File: config.mk
export PLATFORM = sky130hd
export DESIGN_NAME = dds_core_clock_config
export DESIGN_NICKNAME = d
export VERILOG_FILES = /design/src/dds_core_pkg.sv /design/src/dds_core_clock_config.sv
export SDC_FILE = /design/constraint.sdc
export NUM_CORES = 1
export LEC_CHECK = 0
export BUFFER_PORTS_ARGS = -buffer_cell sky130_fd_sc_hd__buf_4
export CORE_ASPECT_RATIO = 0.7
export CORE_UTILIZATION = 53
export DETAILED_ROUTE_END_ITERATION = 7
export PLACE_DENSITY = 0.69
export SLEW_MARGIN = 30
export SYNTH_ARGS = -nofsm -noshare
export SYNTH_HDL_FRONTEND = slang
export SYNTH_SLANG_ARGS = --single-unit
File: constraint.sdc
create_clock -name i_sys_clk -period 9 [get_ports i_sys_clk]
set_input_delay 0.45 -clock i_sys_clk [delete_from_list [all_inputs] [get_ports i_sys_clk]]
set_output_delay 0.45 -clock i_sys_clk [all_outputs]
set_load 0.05 [all_outputs]
File: src/dds_core_pkg.sv
// Constants and types shared by the synthesizer core
package dds_core_pkg;
  localparam int ACC_W = 32;
  localparam int POW_W = 14;
  localparam int DAC_W = 14;
  localparam int POW_SHIFT = ACC_W - POW_W;
  // Serial addresses
  localparam logic [4:0] ADDR_CR1 = 5'h00;
  localparam logic [4:0] ADDR_CR2 = 5'h01;
  localparam logic [4:0] ADDR_FTW = 5'h04;
  localparam logic [4:0] ADDR_POW = 5'h05;
  // Register widths in bits
  localparam logic [5:0] CR1_BITS = 6'h20;
  localparam logic [5:0] CR2_BITS = 6'h18;
  localparam logic [5:0] FTW_BITS = 6'h20;
  localparam logic [5:0] POW_BITS = 6'h10;
  localparam logic [5:0] OTHER_BITS = 6'h08;
  // Field positions
  localparam int CR1_CLR_AUTO = 13;
  localparam int CR1_CLR = 8;
  localparam int CR1_COMP_PD = 6;
  localparam int CR1_CLK_STOP = 4;
  localparam int CR2_XTAL_OUT = 9;
  localparam int CR2_MULT_HI = 7;
  localparam int CR2_MULT_LO = 3;
  localparam int INSTR_RD = 7;
  localparam logic [5:0] INSTR_LAST = 6'h07;
  // Multiplier range
  localparam logic [4:0] MULT_MIN = 5'h04;
  localparam logic [4:0] MULT_MAX = 5'h14;
  // Values after reset
  localparam logic [31:0] CR1_RST_ACT = 32'h0000_0100;
  localparam logic [31:0] CR1_RST_BUF = 32'h0000_0000;
  localparam logic [23:0] CR2_RST = 24'h18_0000;
  localparam logic [31:0] FTW_RST = 32'h0000_0000;
  localparam logic [15:0] POW_RST = 16'h0000;
  // Cosine approximation
  localparam logic [13:0] QUARTER = 14'h1000;
  localparam logic [13:0] HALF = 14'h2000;
  localparam logic [14:0] MID = 15'h2000;
  localparam logic [14:0] FULL = 15'h3fff;
  typedef enum {ST_INSTR, ST_DATA} sp_state_t;
endpackage : dds_core_pkg

File: src/dds_core_clock_config.sv
// Phase accumulator synthesizer with serial configuration and clock control
`timescale 1ns/1ps
`default_nettype none
// How it works
// - 32-bit accumulator advanced by tuning word
// - Words above half wrap, giving alias frequency
// - Phase mapped through cosine to 14-bit sample
// - Offset word added at top of phase
// - Zero tuning word holds, zero offset runs
// - Bits 13 and 8 force accumulator zero
// - Clear active at power-up until first update
// - Multiplier 4 to 20 drives the PLL
// - Out of range multiplier bypasses, powers down
// - Select pin enables oscillator and gates buffer
// - Bit 4 stops synth clock, oscillator runs
// - Bit 9 enables crystal output buffer
// - Multiplier independent of clock stop bit
// - Bit 6 powers down the comparator
// - Serial port reads and writes every register
// - MSB-first or LSB-first bit order
// - Two-wire shared pin or three-wire split
// - Abort and chip select are optional
// - Abort kills transfer until released
// - Unselected device ignores serial traffic
module dds_core_clock_config
  import dds_core_pkg::*;
(
  // Clock and reset
  input wire logic i_sys_clk,
  input wire logic i_rst_b,
  // Serial port pins
  input wire logic i_serial_clock,
  input wire logic i_cs_b,
  input wire logic i_serial_port_abort,
  input wire logic i_sdio,
  output logic o_sdio,
  output logic o_sdio_oe,
  output logic o_serial_data_output,
  input wire logic i_io_update,
  // Port format
  input wire logic i_lsb_first,
  input wire logic i_three_wire,
  // Clock source
  input wire logic i_clock_source_select_pin,
  output logic o_osc_enable,
  output logic o_xtal_out_enable,
  output logic o_synth_clock_stop,
  output logic [4:0] o_pll_multiplier,
  output logic o_pll_enable,
  output logic o_pll_bypass,
  // Analog control and sample
  output logic o_comparator_power_down,
  output logic [DAC_W-1:0] o_dac_sample
);
  // ----------------------------------------
  // Pin synchronisers
  // ----------------------------------------
  localparam int NS = 6;
  // Chip select idles high: its chain starts deselected, not selected
  localparam logic [NS-1:0] SYNC_IDLE = 6'h04;
  logic [NS-1:0] pins_raw, sync1, sync2;
  logic sclk_q, upd_q;
  assign pins_raw = {i_clock_source_select_pin, i_io_update, i_serial_port_abort,
                     i_cs_b, i_sdio, i_serial_clock};
  genvar gi;
  generate
    for (gi = 0; gi < NS; gi++)
    begin : g_sync
      always_ff @(posedge i_sys_clk or negedge i_rst_b)
      begin
        if (!i_rst_b)
          {sync2[gi], sync1[gi]} <= {2{SYNC_IDLE[gi]}};
        else
          {sync2[gi], sync1[gi]} <= {sync1[gi], pins_raw[gi]};
      end
    end
  endgenerate
  logic sclk, sdi, cs_b, abort, upd, osc_sel;
  assign {osc_sel, upd, abort, cs_b, sdi, sclk} = sync2;
  logic sclk_rise, sclk_fall, upd_rise;
  assign sclk_rise = sclk & ~sclk_q;
  assign sclk_fall = ~sclk & sclk_q;
  assign upd_rise = upd & ~upd_q;
  // ----------------------------------------
  // Serial port and register file
  // ----------------------------------------
  sp_state_t st, next_st;
  logic [5:0] bit_cnt, next_cnt;
  logic [31:0] sr, next_sr;
  logic rd, next_rd;
  logic [4:0] addr, next_addr;
  logic out_bit, next_out;
  logic [31:0] cr1_buf, next_cr1_buf, cr1, next_cr1;
  logic [23:0] cr2_buf, next_cr2_buf, cr2, next_cr2;
  logic [31:0] ftw_buf, next_ftw_buf, frequency_tuning_word, next_ftw;
  logic [15:0] pow_buf, next_pow_buf, phase_offset_word, next_pow;
  function automatic logic [5:0] reg_bits(input logic [4:0] a);
    unique case (a)
      ADDR_CR1: reg_bits = CR1_BITS;
      ADDR_CR2: reg_bits = CR2_BITS;
      ADDR_FTW: reg_bits = FTW_BITS;
      ADDR_POW: reg_bits = POW_BITS;
      default: reg_bits = OTHER_BITS;
    endcase
  endfunction : reg_bits
  logic [5:0] nbits;
  logic [31:0] rd_word, wr_word;
  logic [7:0] instr;
  logic [5:0] rd_idx;
  assign nbits = reg_bits(addr);
  // Reads return the buffered copy, which is what the host last wrote
  always_comb
  begin
    unique case (addr)
      ADDR_CR1: rd_word = cr1_buf;
      ADDR_CR2: rd_word = {8'h00, cr2_buf};
      ADDR_FTW: rd_word = ftw_buf;
      ADDR_POW: rd_word = {16'h0000, pow_buf};
      default: rd_word = 32'h0000_0000;
    endcase
  end
  always_comb
  begin
    next_st = st;
    next_cnt = bit_cnt;
    next_sr = sr;
    next_rd = rd;
    next_addr = addr;
    next_out = out_bit;
    next_cr1_buf = cr1_buf;
    next_cr2_buf = cr2_buf;
    next_ftw_buf = ftw_buf;
    next_pow_buf = pow_buf;
    next_cr1 = cr1;
    next_cr2 = cr2;
    next_ftw = frequency_tuning_word;
    next_pow = phase_offset_word;
    next_sr = i_lsb_first ? {sdi, sr[31:1]} : {sr[30:0], sdi};
    instr = i_lsb_first ? next_sr[31:24] : next_sr[7:0];
    wr_word = i_lsb_first ? (next_sr >> (6'h20 - nbits)) : next_sr;
    rd_idx = i_lsb_first ? bit_cnt : nbits - 6'h01 - bit_cnt;
    if (abort || cs_b)
    begin
      next_sr = sr;
      next_st = ST_INSTR;
      next_cnt = 6'h00;
    end
    else if (sclk_rise)
    begin
      next_cnt = bit_cnt + 6'h01;
      if (st == ST_INSTR)
      begin
        if (bit_cnt == INSTR_LAST)
        begin
          next_rd = instr[INSTR_RD];
          next_addr = instr[4:0];
          next_st = ST_DATA;
          next_cnt = 6'h00;
        end
      end
      else if (bit_cnt == nbits - 6'h01)
      begin
        if (!rd)
        begin
          unique case (addr)
            ADDR_CR1: next_cr1_buf = wr_word;
            ADDR_CR2: next_cr2_buf = wr_word[23:0];
            ADDR_FTW: next_ftw_buf = wr_word;
            ADDR_POW: next_pow_buf = wr_word[15:0];
            default: next_cr1_buf = cr1_buf;
          endcase
        end
        next_st = ST_INSTR;
        next_cnt = 6'h00;
      end
    end
    else
    begin
      next_sr = sr;
      if (sclk_fall && st == ST_DATA && rd)
        next_out = rd_word[rd_idx[4:0]];
    end
    // Commit strobe copies buffers into the active set
    if (upd_rise)
    begin
      next_cr1 = cr1_buf;
      next_cr2 = cr2_buf;
      next_ftw = ftw_buf;
      next_pow = pow_buf;
    end
  end
  always_ff @(posedge i_sys_clk or negedge i_rst_b)
  begin
    if (!i_rst_b)
    begin
      st <= ST_INSTR;
      bit_cnt <= 6'h00;
      sr <= 32'h0000_0000;
      rd <= 1'b0;
      addr <= 5'h00;
      out_bit <= 1'b0;
      sclk_q <= 1'b0;
      upd_q <= 1'b0;
      cr1_buf <= CR1_RST_BUF;
      cr1 <= CR1_RST_ACT;
      cr2_buf <= CR2_RST;
      cr2 <= CR2_RST;
      ftw_buf <= FTW_RST;
      frequency_tuning_word <= FTW_RST;
      pow_buf <= POW_RST;
      phase_offset_word <= POW_RST;
    end
    else
    begin
      st <= next_st;
      bit_cnt <= next_cnt;
      sr <= next_sr;
      rd <= next_rd;
      addr <= next_addr;
      out_bit <= next_out;
      sclk_q <= sclk;
      upd_q <= upd;
      cr1_buf <= next_cr1_buf;
      cr1 <= next_cr1;
      cr2_buf <= next_cr2_buf;
      cr2 <= next_cr2;
      ftw_buf <= next_ftw_buf;
      frequency_tuning_word <= next_ftw;
      pow_buf <= next_pow_buf;
      phase_offset_word <= next_pow;
    end
  end
  // Shared pin is driven only in two-wire mode while read data flows
  assign o_sdio = out_bit;
  assign o_sdio_oe = ~i_three_wire & rd & (st == ST_DATA) & ~cs_b & ~abort;
  assign o_serial_data_output = out_bit;
  // ----------------------------------------
  // Clock configuration
  // ----------------------------------------
  logic [4:0] mult;
  assign mult = cr2[CR2_MULT_HI:CR2_MULT_LO];
  assign o_pll_multiplier = mult;
  assign o_pll_enable = (mult >= MULT_MIN) && (mult <= MULT_MAX);
  assign o_pll_bypass = ~o_pll_enable;
  assign o_osc_enable = osc_sel;
  assign o_xtal_out_enable = osc_sel & cr2[CR2_XTAL_OUT];
  assign o_synth_clock_stop = cr1[CR1_CLK_STOP];
  assign o_comparator_power_down = cr1[CR1_COMP_PD];
  // ----------------------------------------
  // Accumulator and cosine mapping
  // ----------------------------------------
  logic [ACC_W-1:0] acc, next_acc;
  logic [DAC_W-1:0] next_dac;
  logic clr;
  logic [ACC_W-1:0] phase;
  logic [13:0] t, hc;
  logic [26:0] prod;
  logic [14:0] y, pos;
  assign clr = cr1[CR1_CLR] | cr1[CR1_CLR_AUTO];
  assign phase = acc + {phase_offset_word[POW_W-1:0], {POW_SHIFT{1'b0}}};
  // Parabolic cosine: cheaper than a table, a few percent of harmonic error
  always_comb
  begin
    if (clr)
      next_acc = '0;
    else if (o_synth_clock_stop)
      next_acc = acc;
    else
      next_acc = acc + frequency_tuning_word;
    t = phase[ACC_W-1:POW_SHIFT] + QUARTER;
    hc = HALF - {1'b0, t[12:0]};
    prod = t[12:0] * hc;
    y = {1'b0, prod[24:11]};
    pos = MID + y;
    next_dac = t[13] ? 14'(MID - y) : ((pos > FULL) ? 14'h3fff : pos[13:0]);
  end
  always_ff @(posedge i_sys_clk or negedge i_rst_b)
  begin
    if (!i_rst_b)
    begin
      acc <= '0;
      o_dac_sample <= 14'h0000;
    end
    else
    begin
      acc <= next_acc;
      o_dac_sample <= next_dac;
    end
  end
  // ----------------------------------------
  // Assertions
  // ----------------------------------------
  logic seen_upd;
  always_ff @(posedge i_sys_clk or negedge i_rst_b)
  begin
    if (!i_rst_b)
      seen_upd <= 1'b0;
    else
      seen_upd <= seen_upd | upd_rise;
  end
endmodule : dds_core_clock_config
`default_nettype wire

Word-level counts from Yosys, hierarchy flattened. Index checks and enable logic that the tools add are counted. W data, S select, Z words.

Input port bits: 10. Output and inout port bits: 28. Register bits after elaboration: 311.

Equal/unequal tests: 8. Reductions and logical operators: 17. Bitwise operators: 20. Mux-type cells: 22. Multiply operators: 1. Shift operators: 1. Add/subtract/negate cells: 10. Order comparisons: 4.

Operators by type and width (count): $mux W32 (9); $pmux W32 S4 (1); $add A32 B32 Y32 (2); $eq A32 B2 Y1 const B (1); $logic_not A32 Y1 (1); $shr A32 B6 Y32 (1); $mux W6 (5); $mux W14 (2); $mul A13 B14 Y25 (1); $reduce_and A6 Y1 (4); $pmux W6 S3 (1); $add A14 B14 Y15 const A (1); $gt A15 B14 Y1 const B (1); $add A14 B13 Y14 const B (1); $sub A14 B13 Y14 const A (1); $sub A14 B14 Y14 const A (1); $not A1 Y1 (11); $eq A5 B3 Y1 const B (2); $and A1 B1 Y1 (8); $mux W8 (1); $add A6 B1 Y6 const B (1); $eq A6 B3 Y1 const B (1); $eq A6 B6 Y1 (1); $lt A5 B6 Y1 const B (1); 21 further kinds (24).

Logic depth before layout (Yosys ltp). Gate-level depths: netlist (run 1).

Depth after elaboration: 9. Gate-level depth with buffers: 35.

Least setup slack after synthesis (run 1). Ideal clock, no wire load.

Kind: reg2reg. Start: register acc[18]. End: register o_dac_sample[1]. Path slack: 0.854 ns. Data required time: 8.935 ns. Arrival: 8.080 ns. Stages on the path, launching flop included: 33. Period minus slack after synthesis: 8.146 ns. Path through: dfrtp_1 -> ha_1 -> inv_1 -> fa_1 -> xor2_1 -> clkinv_1 -> nor3_1 -> nand2_1 -> nor4_1 -> and3_1 -> and3_1 -> ha_1 -> clkbuf_1 -> nand2b_1 -> fa_1 -> fa_1 -> inv_1 -> fa_1 -> fa_1 -> inv_1 -> fa_1 -> inv_1 -> ha_1 -> buf_2 -> and4_1 -> and2_1 -> nand3_1 -> o21ai_1 -> a21oi_1 -> o21ai_0 -> xnor2_1 -> o41ai_4 -> o22a_1.

Longest elaborated chain between the ends: 8. Elaborated cells on any way between the ends: 9. Classes of those cells: 5 x add/sub; 1 x mul; 1 x order compare; 2 x mux.

RTL lines: start: declaration (RTL line dds_core_clock_config.sv:252) `logic [ACC_W-1:0] acc, next_acc;`; start signal: assignment (RTL line dds_core_clock_config.sv:286) `acc <= next_acc;`; $add A32 B32 Y32 * (RTL line dds_core_clock_config.sv:260) `assign phase = acc + {phase_offset_word[POW_W-1:0], {POW_SHIFT{1'b0}}};`; $add A14 B13 Y14 * (RTL line dds_core_clock_config.sv:270) `t = phase[ACC_W-1:POW_SHIFT] + QUARTER;`; $sub A14 B13 Y14 (RTL line dds_core_clock_config.sv:271) `hc = HALF - {1'b0, t[12:0]};`; $mul A13 B14 Y25 (RTL line dds_core_clock_config.sv:272) `prod = t[12:0] * hc;`; $add A14 B14 Y15 (RTL line dds_core_clock_config.sv:274) `pos = MID + y;`; $gt A15 B14 Y1 (RTL line dds_core_clock_config.sv:275) `next_dac = t[13] ? 14'(MID - y) : ((pos > FULL) ? 14'h3fff : pos[13:0]);`; $mux W14 (RTL line dds_core_clock_config.sv:275); $mux W14 * (RTL line dds_core_clock_config.sv:275); named net next_dac[1] (RTL line dds_core_clock_config.sv:253) `logic [DAC_W-1:0] next_dac;`; end signal: assignment (RTL line dds_core_clock_config.sv:287) `o_dac_sample <= next_dac;`; end: declaration (RTL line dds_core_clock_config.sv:53) `output logic [DAC_W-1:0] o_dac_sample`.

The timed path passes the listed nets; every way through them passes the cells marked *. A chain may end at the register's enable or synchronous reset.

Worst setup path in the final report (run 1).
Start: register acc[18]. End: register o_dac_sample[3].

The elaborated chain is that of the path after synthesis.

==> results.tsv, run 1 <==
metric	value	unit
run_status	finished clean	
p_total	3.01	mW
antenna_found_initial	2	
drcViolationCount	0	
combPwrFrac	17.2	%
ys_types	78	
post-dp-hpwl	38800	um
cpMostUsedCell	fa_1	
core_area	37400	um^2
ys_async_sr_fraction	100	%
internal-power	2.12	mW
die_h	165	um
syn_avg_cell_area	9.31	um^2
worst_ep_required_time	9430	ps
io_buffers	37	
h-tree-depth	1	
ys_seq_area_share	33.0	%
cpPeakStageDelay	640	ps
syn_inst	2167	
clk_pin_slew	70	ps
antenna_cells	0	
irDropWorstVdd	0.000153	V
grt_max_degree	87	
cts_tree	built	
power_frac_clock	39.9	%
hold_viol_final	0	
wl_per_cell	19.3	um
cts_sinks	266	
cp_max_fo	10	
ant_nets	0	
initial_utilization	54.0	%
grt_pass1_wl	82900	um
synth_edf_count	0	
wl	51900	um
ys_top_cells_by_area	dfrtp_1, fa_1, ha_1, a21oi_1, mux2_2	
fin_cells	2693	
vias_per_cell	5.84	
clk_latency	560	ps
die_area	38900	um^2
max_cap_viol_count	0	
vias	15715	
tightestPinTransition	889	ps
slew_headroom	40.7	%
die_w	235	um
cp-start-kind	register	
power.leakage	9.93	nW
switching_share	29.7	%
nets	2449	
powerDensity	136	nW/um^2
synth-seq-cells	266	
clock_path_buffers	3	
io_pins	38	
dp.cells	2630	
area_delta_synth_final	10.2	%
ctsRootBufferMaster	clkbuf_16	
synth_common_cells	dfrtp_1, inv_1, nor2_1, a21oi_1, nand2_1	
dr.first_iter.drc_count	1426	
p_seq_share	42.9	%
setup_viol	0	
synth.most_common_cell	dfrtp_1	
min_period_over_period	96.0	%
hold_class	reg2reg	
synth_ff_type	dfrtp_1	
gr-total-overflow	0	
clock_skew	22.1	ps
gr-usage-all-layers	27.1	%
ys_warn_count	0	
rows	59	
drive_gt1_share	12.9	%
slew_violations	0	
netlist.area_leader.share	32.4	%
worstSetupPathType	reg2reg	
end_kind	register	
layout_min_cycle_time	8640	ps
first_global_vias	15148	
dr.pass1.iters	5	
crit_slowest_cell	fa_1	
numCtsBuffers	27	
p_switching	894	uW
maxClockFrequency	116	MHz
syn_area	20200	um^2
arrival	9060	ps
routabilityCongestion	0.901	
yosys.area.top_type	dfrtp_1	
==> flip-flops by register name, indices dropped and copies added (netlist names), 4 cells and up <==
register	count
cr2	6
acc	32
cr2_buf	24
addr	5
phase_offset_word	14
sr	32
cr1_buf	32
cr1	4
ftw_buf	32
bit_cnt	6
frequency_tuning_word	32
pow_buf	16
sync1	6
o_dac_sample	14
==> power by group through the flow <==
stage / Combinational (mW) / Clock [mW] / Sequential [mW]
floorplan: 0.270 / 0 / 1.35
global placement: 0.468 / 0 / 1.31
detailed placement: 0.478 / 0 / 1.31
CTS: 0.484 / 1.23 / 1.29
global route: 0.561 / 1.27 / 1.30
finish: 0.519 / 1.20 / 1.29
==> cell families after synthesis <==
group / count (synthesis) / share of synthesized area [%]
mux: 118 / 7.23
simple gates: 652 / 15.4
fa+ha+maj: 255 / 20.7
other cells: 2 / 0.0372
flops: 266 / 33.0
buf+inv: 318 / 6.08
xor+xnor: 74 / 3.21
compound gates: 482 / 14.2
==> path summary, 6_finish.rpt <==
path | to | cells past startpoint | slack [ps] | from
worst max-delay path | o_dac_sample[3]$_DFF_PN0_ | 31 | 360 | acc[18]$_DFFE_PN0P_
min in group asynchronous | o_dac_sample[13]$_DFF_PN0_ | 2 | 380 | i_rst_b
max in group asynchronous | addr[0]$_DFFE_PN0P_ | 4 | 7080 | i_rst_b
worst max register to register | o_dac_sample[3]$_DFF_PN0_ | 31 | 360 | acc[18]$_DFFE_PN0P_
worst min register to register | o_osc_enable$_DFF_PN0_ | 0 | 350 | sync1[5]$_DFF_PN0_
worst min-delay path | o_osc_enable$_DFF_PN0_ | 0 | 350 | sync1[5]$_DFF_PN0_
==> repair_timing <==
| action | CTS | global route |
|---|---|---|
| hold buffers | 7 | 0 |
| endpoints found under the hold margin | 51 | 0 |
| endpoints found under the setup margin | 0 | 14 |
| buffers inserted | 0 | 6 |
| gates resized for setup | 0 | 26 |
==> through the flow <==
step | setup TNS (ps) | setup slack, ps | area (um^2) | util (%) | hold WS, ps
after floorplan | 0 | 854 | 20200 | - | 154
after global placement | 0 | 381 | 21000 | 56.1 | 332
after detailed placement | 0 | 171 | 21000 | 56.2 | 335
after CTS | 0 | 106 | 22000 | 59.0 | 350
after global routing | -32.6 | -22.5 | 22200 | 59.5 | 364
final | 0 | 364 | 22200 | 59.5 | 345
==> placed cells by master (no fill, tap or decap), types with 21 or more instances in the layout <==
cell | netlist | final
buf_4 | 6 | 79
ha_1 | 123 | 118
a21oi_1 | 184 | 183
xor2_1 | 32 | 28
fa_1 | 132 | 132
nor2b_1 | 37 | 37
mux2i_1 | 31 | 31
clkbuf_16 | 0 | 27
and2_1 | 21 | 21
dfrtp_1 | 261 | 261
inv_1 | 207 | 207
o21ai_0 | 146 | 146
mux2_2 | 72 | 72
nand3_1 | 42 | 41
xnor2_1 | 42 | 37
a21o_1 | 36 | 36
nor3_1 | 25 | 23
nand2b_1 | 58 | 57
nand2_1 | 184 | 184
nor2_1 | 201 | 201
==> metal layers <==
| layer | share of wire (%) | global-route usage [%] | vias up |
|---|---|---|---|
| li1 | - | - | 7347 |
| met1 | 48 | 42.5 | 7715 |
| met2 | 41 | 37.7 | 595 |
| met3 | 9.5 | 6.33 | 58 |
| met4 | 1.3 | 5.26 | 0 |
| met5 | 0 | 0 | - |
==> worst max-delay path, delay by kind of cell (launching register included) <==
family	cells	cell delay [ps]
flops	1	380
buf+inv	7	730
fa+ha+maj	9	4140
simple gates	9	2000
xor+xnor	1	240
compound gates	5	1030
==> layout make-up <==
type	count	area (um^2)
fillers	3194	15100
inverters	208	781
flip-flops and latches	266	6660
clock inverters	18	218
multi-input cells	1592	12500
well taps	488	611
clock buffers	32	724
repair buffers	89	717
Note: power is estimated with default switching activity, not from simulation.
==> inputs of run 2 (changes only) <==
Settings changed: BUFFER_PORTS_ARGS -buffer_cell sky130_fd_sc_hd__buf_4 to not set, DONT_BUFFER_PORTS set to 1, PLACE_DENSITY 0.69 to 0.68.
==> results.tsv, run 2 (same netlist as run 1, synthesis figures left out) <==
metric	value	unit
power_frac_clock	38.8	%
rsz0062_at_grt	false	
slew_headroom	40.4	%
p_total	2.88	mW
rows	59	
cts_sinks	266	
crit_slowest_cell	fa_1	
initial_utilization	54.0	%
powerDensity	132	nW/um^2
multi_input_area	12500	um^2
gr-usage-all-layers	26.3	%
worstSetupEndpoint	o_dac_sample[13]$_DFF_PN0_	
io_buffers	0	
maxClockFrequency	116	MHz
final_common_cell	dfrtp_1	
run_status	finished clean	
h-tree-depth	1	
io_pins	38	
ant_nets	0	
post-dp-hpwl	37800	um
wl_per_cell	18.9	um
post-place-ws	267	ps
setup_viol	0	
internal-power	2.03	mW
cts_tree	built	
grt_pass1_wl	80800	um
cp-start-kind	register	
switching_share	29.5	%
first_global_vias	14625	
clk_pin_slew	70	ps
reg2reg_from	acc[18]$_DFFE_PN0P_	
worst_ep_required_time	9400	ps
setup_slack	397	ps
hold_slack	118	ps
fillCellCount	3202	
clock_path_buffers	3	
mostFrequentLayoutCells	dfrtp_1, inv_1, nor2_1	
cpPeakStageDelay	520	ps
layout_min_cycle_time	8600	ps
fin_tns_setup	0	ps
rrSetupSlack	400	ps
power.leakage	9.68	nW
end_kind	register	
drive_gt1_share	10.7	%
dr.first_iter.drc_count	1379	
cp_max_fo	11	
die_h	165	um
vias_per_cell	5.85	
antenna_found_initial	0	
irDropWorstVdd	0.000141	V
wl	50100	um
crit_start	acc[18]$_DFFE_PN0P_	
die_area	38900	um^2
p_switching	847	uW
routabilityCongestion	0.926	
hold_viol_final	0	
die_w	235	um
gr-total-overflow	0	
tightestPinTransition	894	ps
drcViolationCount	0	
dr.pass1.iters	6	
finalInstanceArea	21800	um^2
hold_class	in2reg	
clk_latency	550	ps
arrival	9000	ps
clock_skew	9.02	ps
ctsRootBufferMaster	clkbuf_16	
grt_max_degree	267	
numCtsBuffers	27	
vias	15492	
area_delta_synth_final	8.15	%
slew_violations	0	
nets	2406	
core_area	37400	um^2
rr_endpoint	o_dac_sample[13]$_DFF_PN0_	
worst-r2r-cell-count	32	
dpl_cell_area	20700	um^2
max_cap_viol_count	0	
worstSetupPathType	reg2reg	
ff_latch_area	6660	um^2
p_seq_share	46.7	%
min_period_over_period	95.6	%
combPwrFrac	14.5	%
-- run 2: metrics by stage --
step,util [%],cells
6_report,58.4,2649
5_1_grt,58.4,2648
4_1_cts,57.9,2643
3_5_place_dp,55.3,2588
3_3_place_gp,55.3,2588
2_1_floorplan,-,2176
-- run 2: repair_timing --
item / 4_1_cts / 5_1_grt
setup endpoints to repair: 0 / 13
buffers inserted: 0 / 2
hold buffers: 7 / 1
endpoints found under the hold margin: 272 / 17
gates resized for setup: 0 / 16
-- run 2: worst max-delay path, delay by kind of cell (launching register included) --
family / cells / cell delay (ps)
adder cells (fa/ha/maj): 9 / 3810
AO/OA/AOI/OAI: 9 / 2140
AND/OR/NAND/NOR: 6 / 1250
buffers and inverters: 7 / 630
flip-flops: 1 / 400
XOR/XNOR: 1 / 200
-- run 2: per-layer routing --
metal	wire [um]	global-route usage [%]	share of wire [%]	vias to the layer above
li1	-	-	-	7260
met5	0	0	0	-
met3	4040	5.47	8.1	43
met1	25300	42.0	50	7672
met2	20200	36.8	40	517
met4	541	3.98	1.1	0
-- run 2: power by group through the flow --
stage / logic [mW] / registers (mW) / clock network, mW
detailed placement: 0.365 / 1.36 / 0
floorplan: 0.270 / 1.35 / 0
finish: 0.416 / 1.34 / 1.12
global placement: 0.357 / 1.36 / 0
CTS: 0.394 / 1.34 / 1.13
global route: 0.459 / 1.35 / 1.18
-- run 2: cell type report --
class / count / share of cell area [%]
Antenna cell: 1 / 0.0115
Clock buffer: 38 / 3.61
Clock inverter: 10 / 0.396
Inverter: 208 / 3.58
Multi-Input combinational cell: 1592 / 57.1
Sequential cell: 266 / 30.6
Tap cell: 488 / 2.80
Timing Repair Buffer: 46 / 1.94
-- run 2: worst min path at each step --
| stage | slack (ps) | end | cells after the start | start |
|---|---|---|---|---|
| final | 120 | sr[13]$_DFFE_PN0P_ | 2 | i_lsb_first |
| after floorplan | 150 | abort$_DFF_PN0_ | 0 | i_rst_b |
| after CTS | 90 | o_dac_sample[4]$_DFF_PN0_ | 1 | i_rst_b |
| after global placement | 160 | o_dac_sample[6]$_DFF_PN0_ | 0 | i_rst_b |
| after detailed placement | 160 | o_dac_sample[9]$_DFF_PN0_ | 0 | i_rst_b |
| after global routing | 120 | sr[10]$_DFFE_PN0P_ | 2 | i_lsb_first |
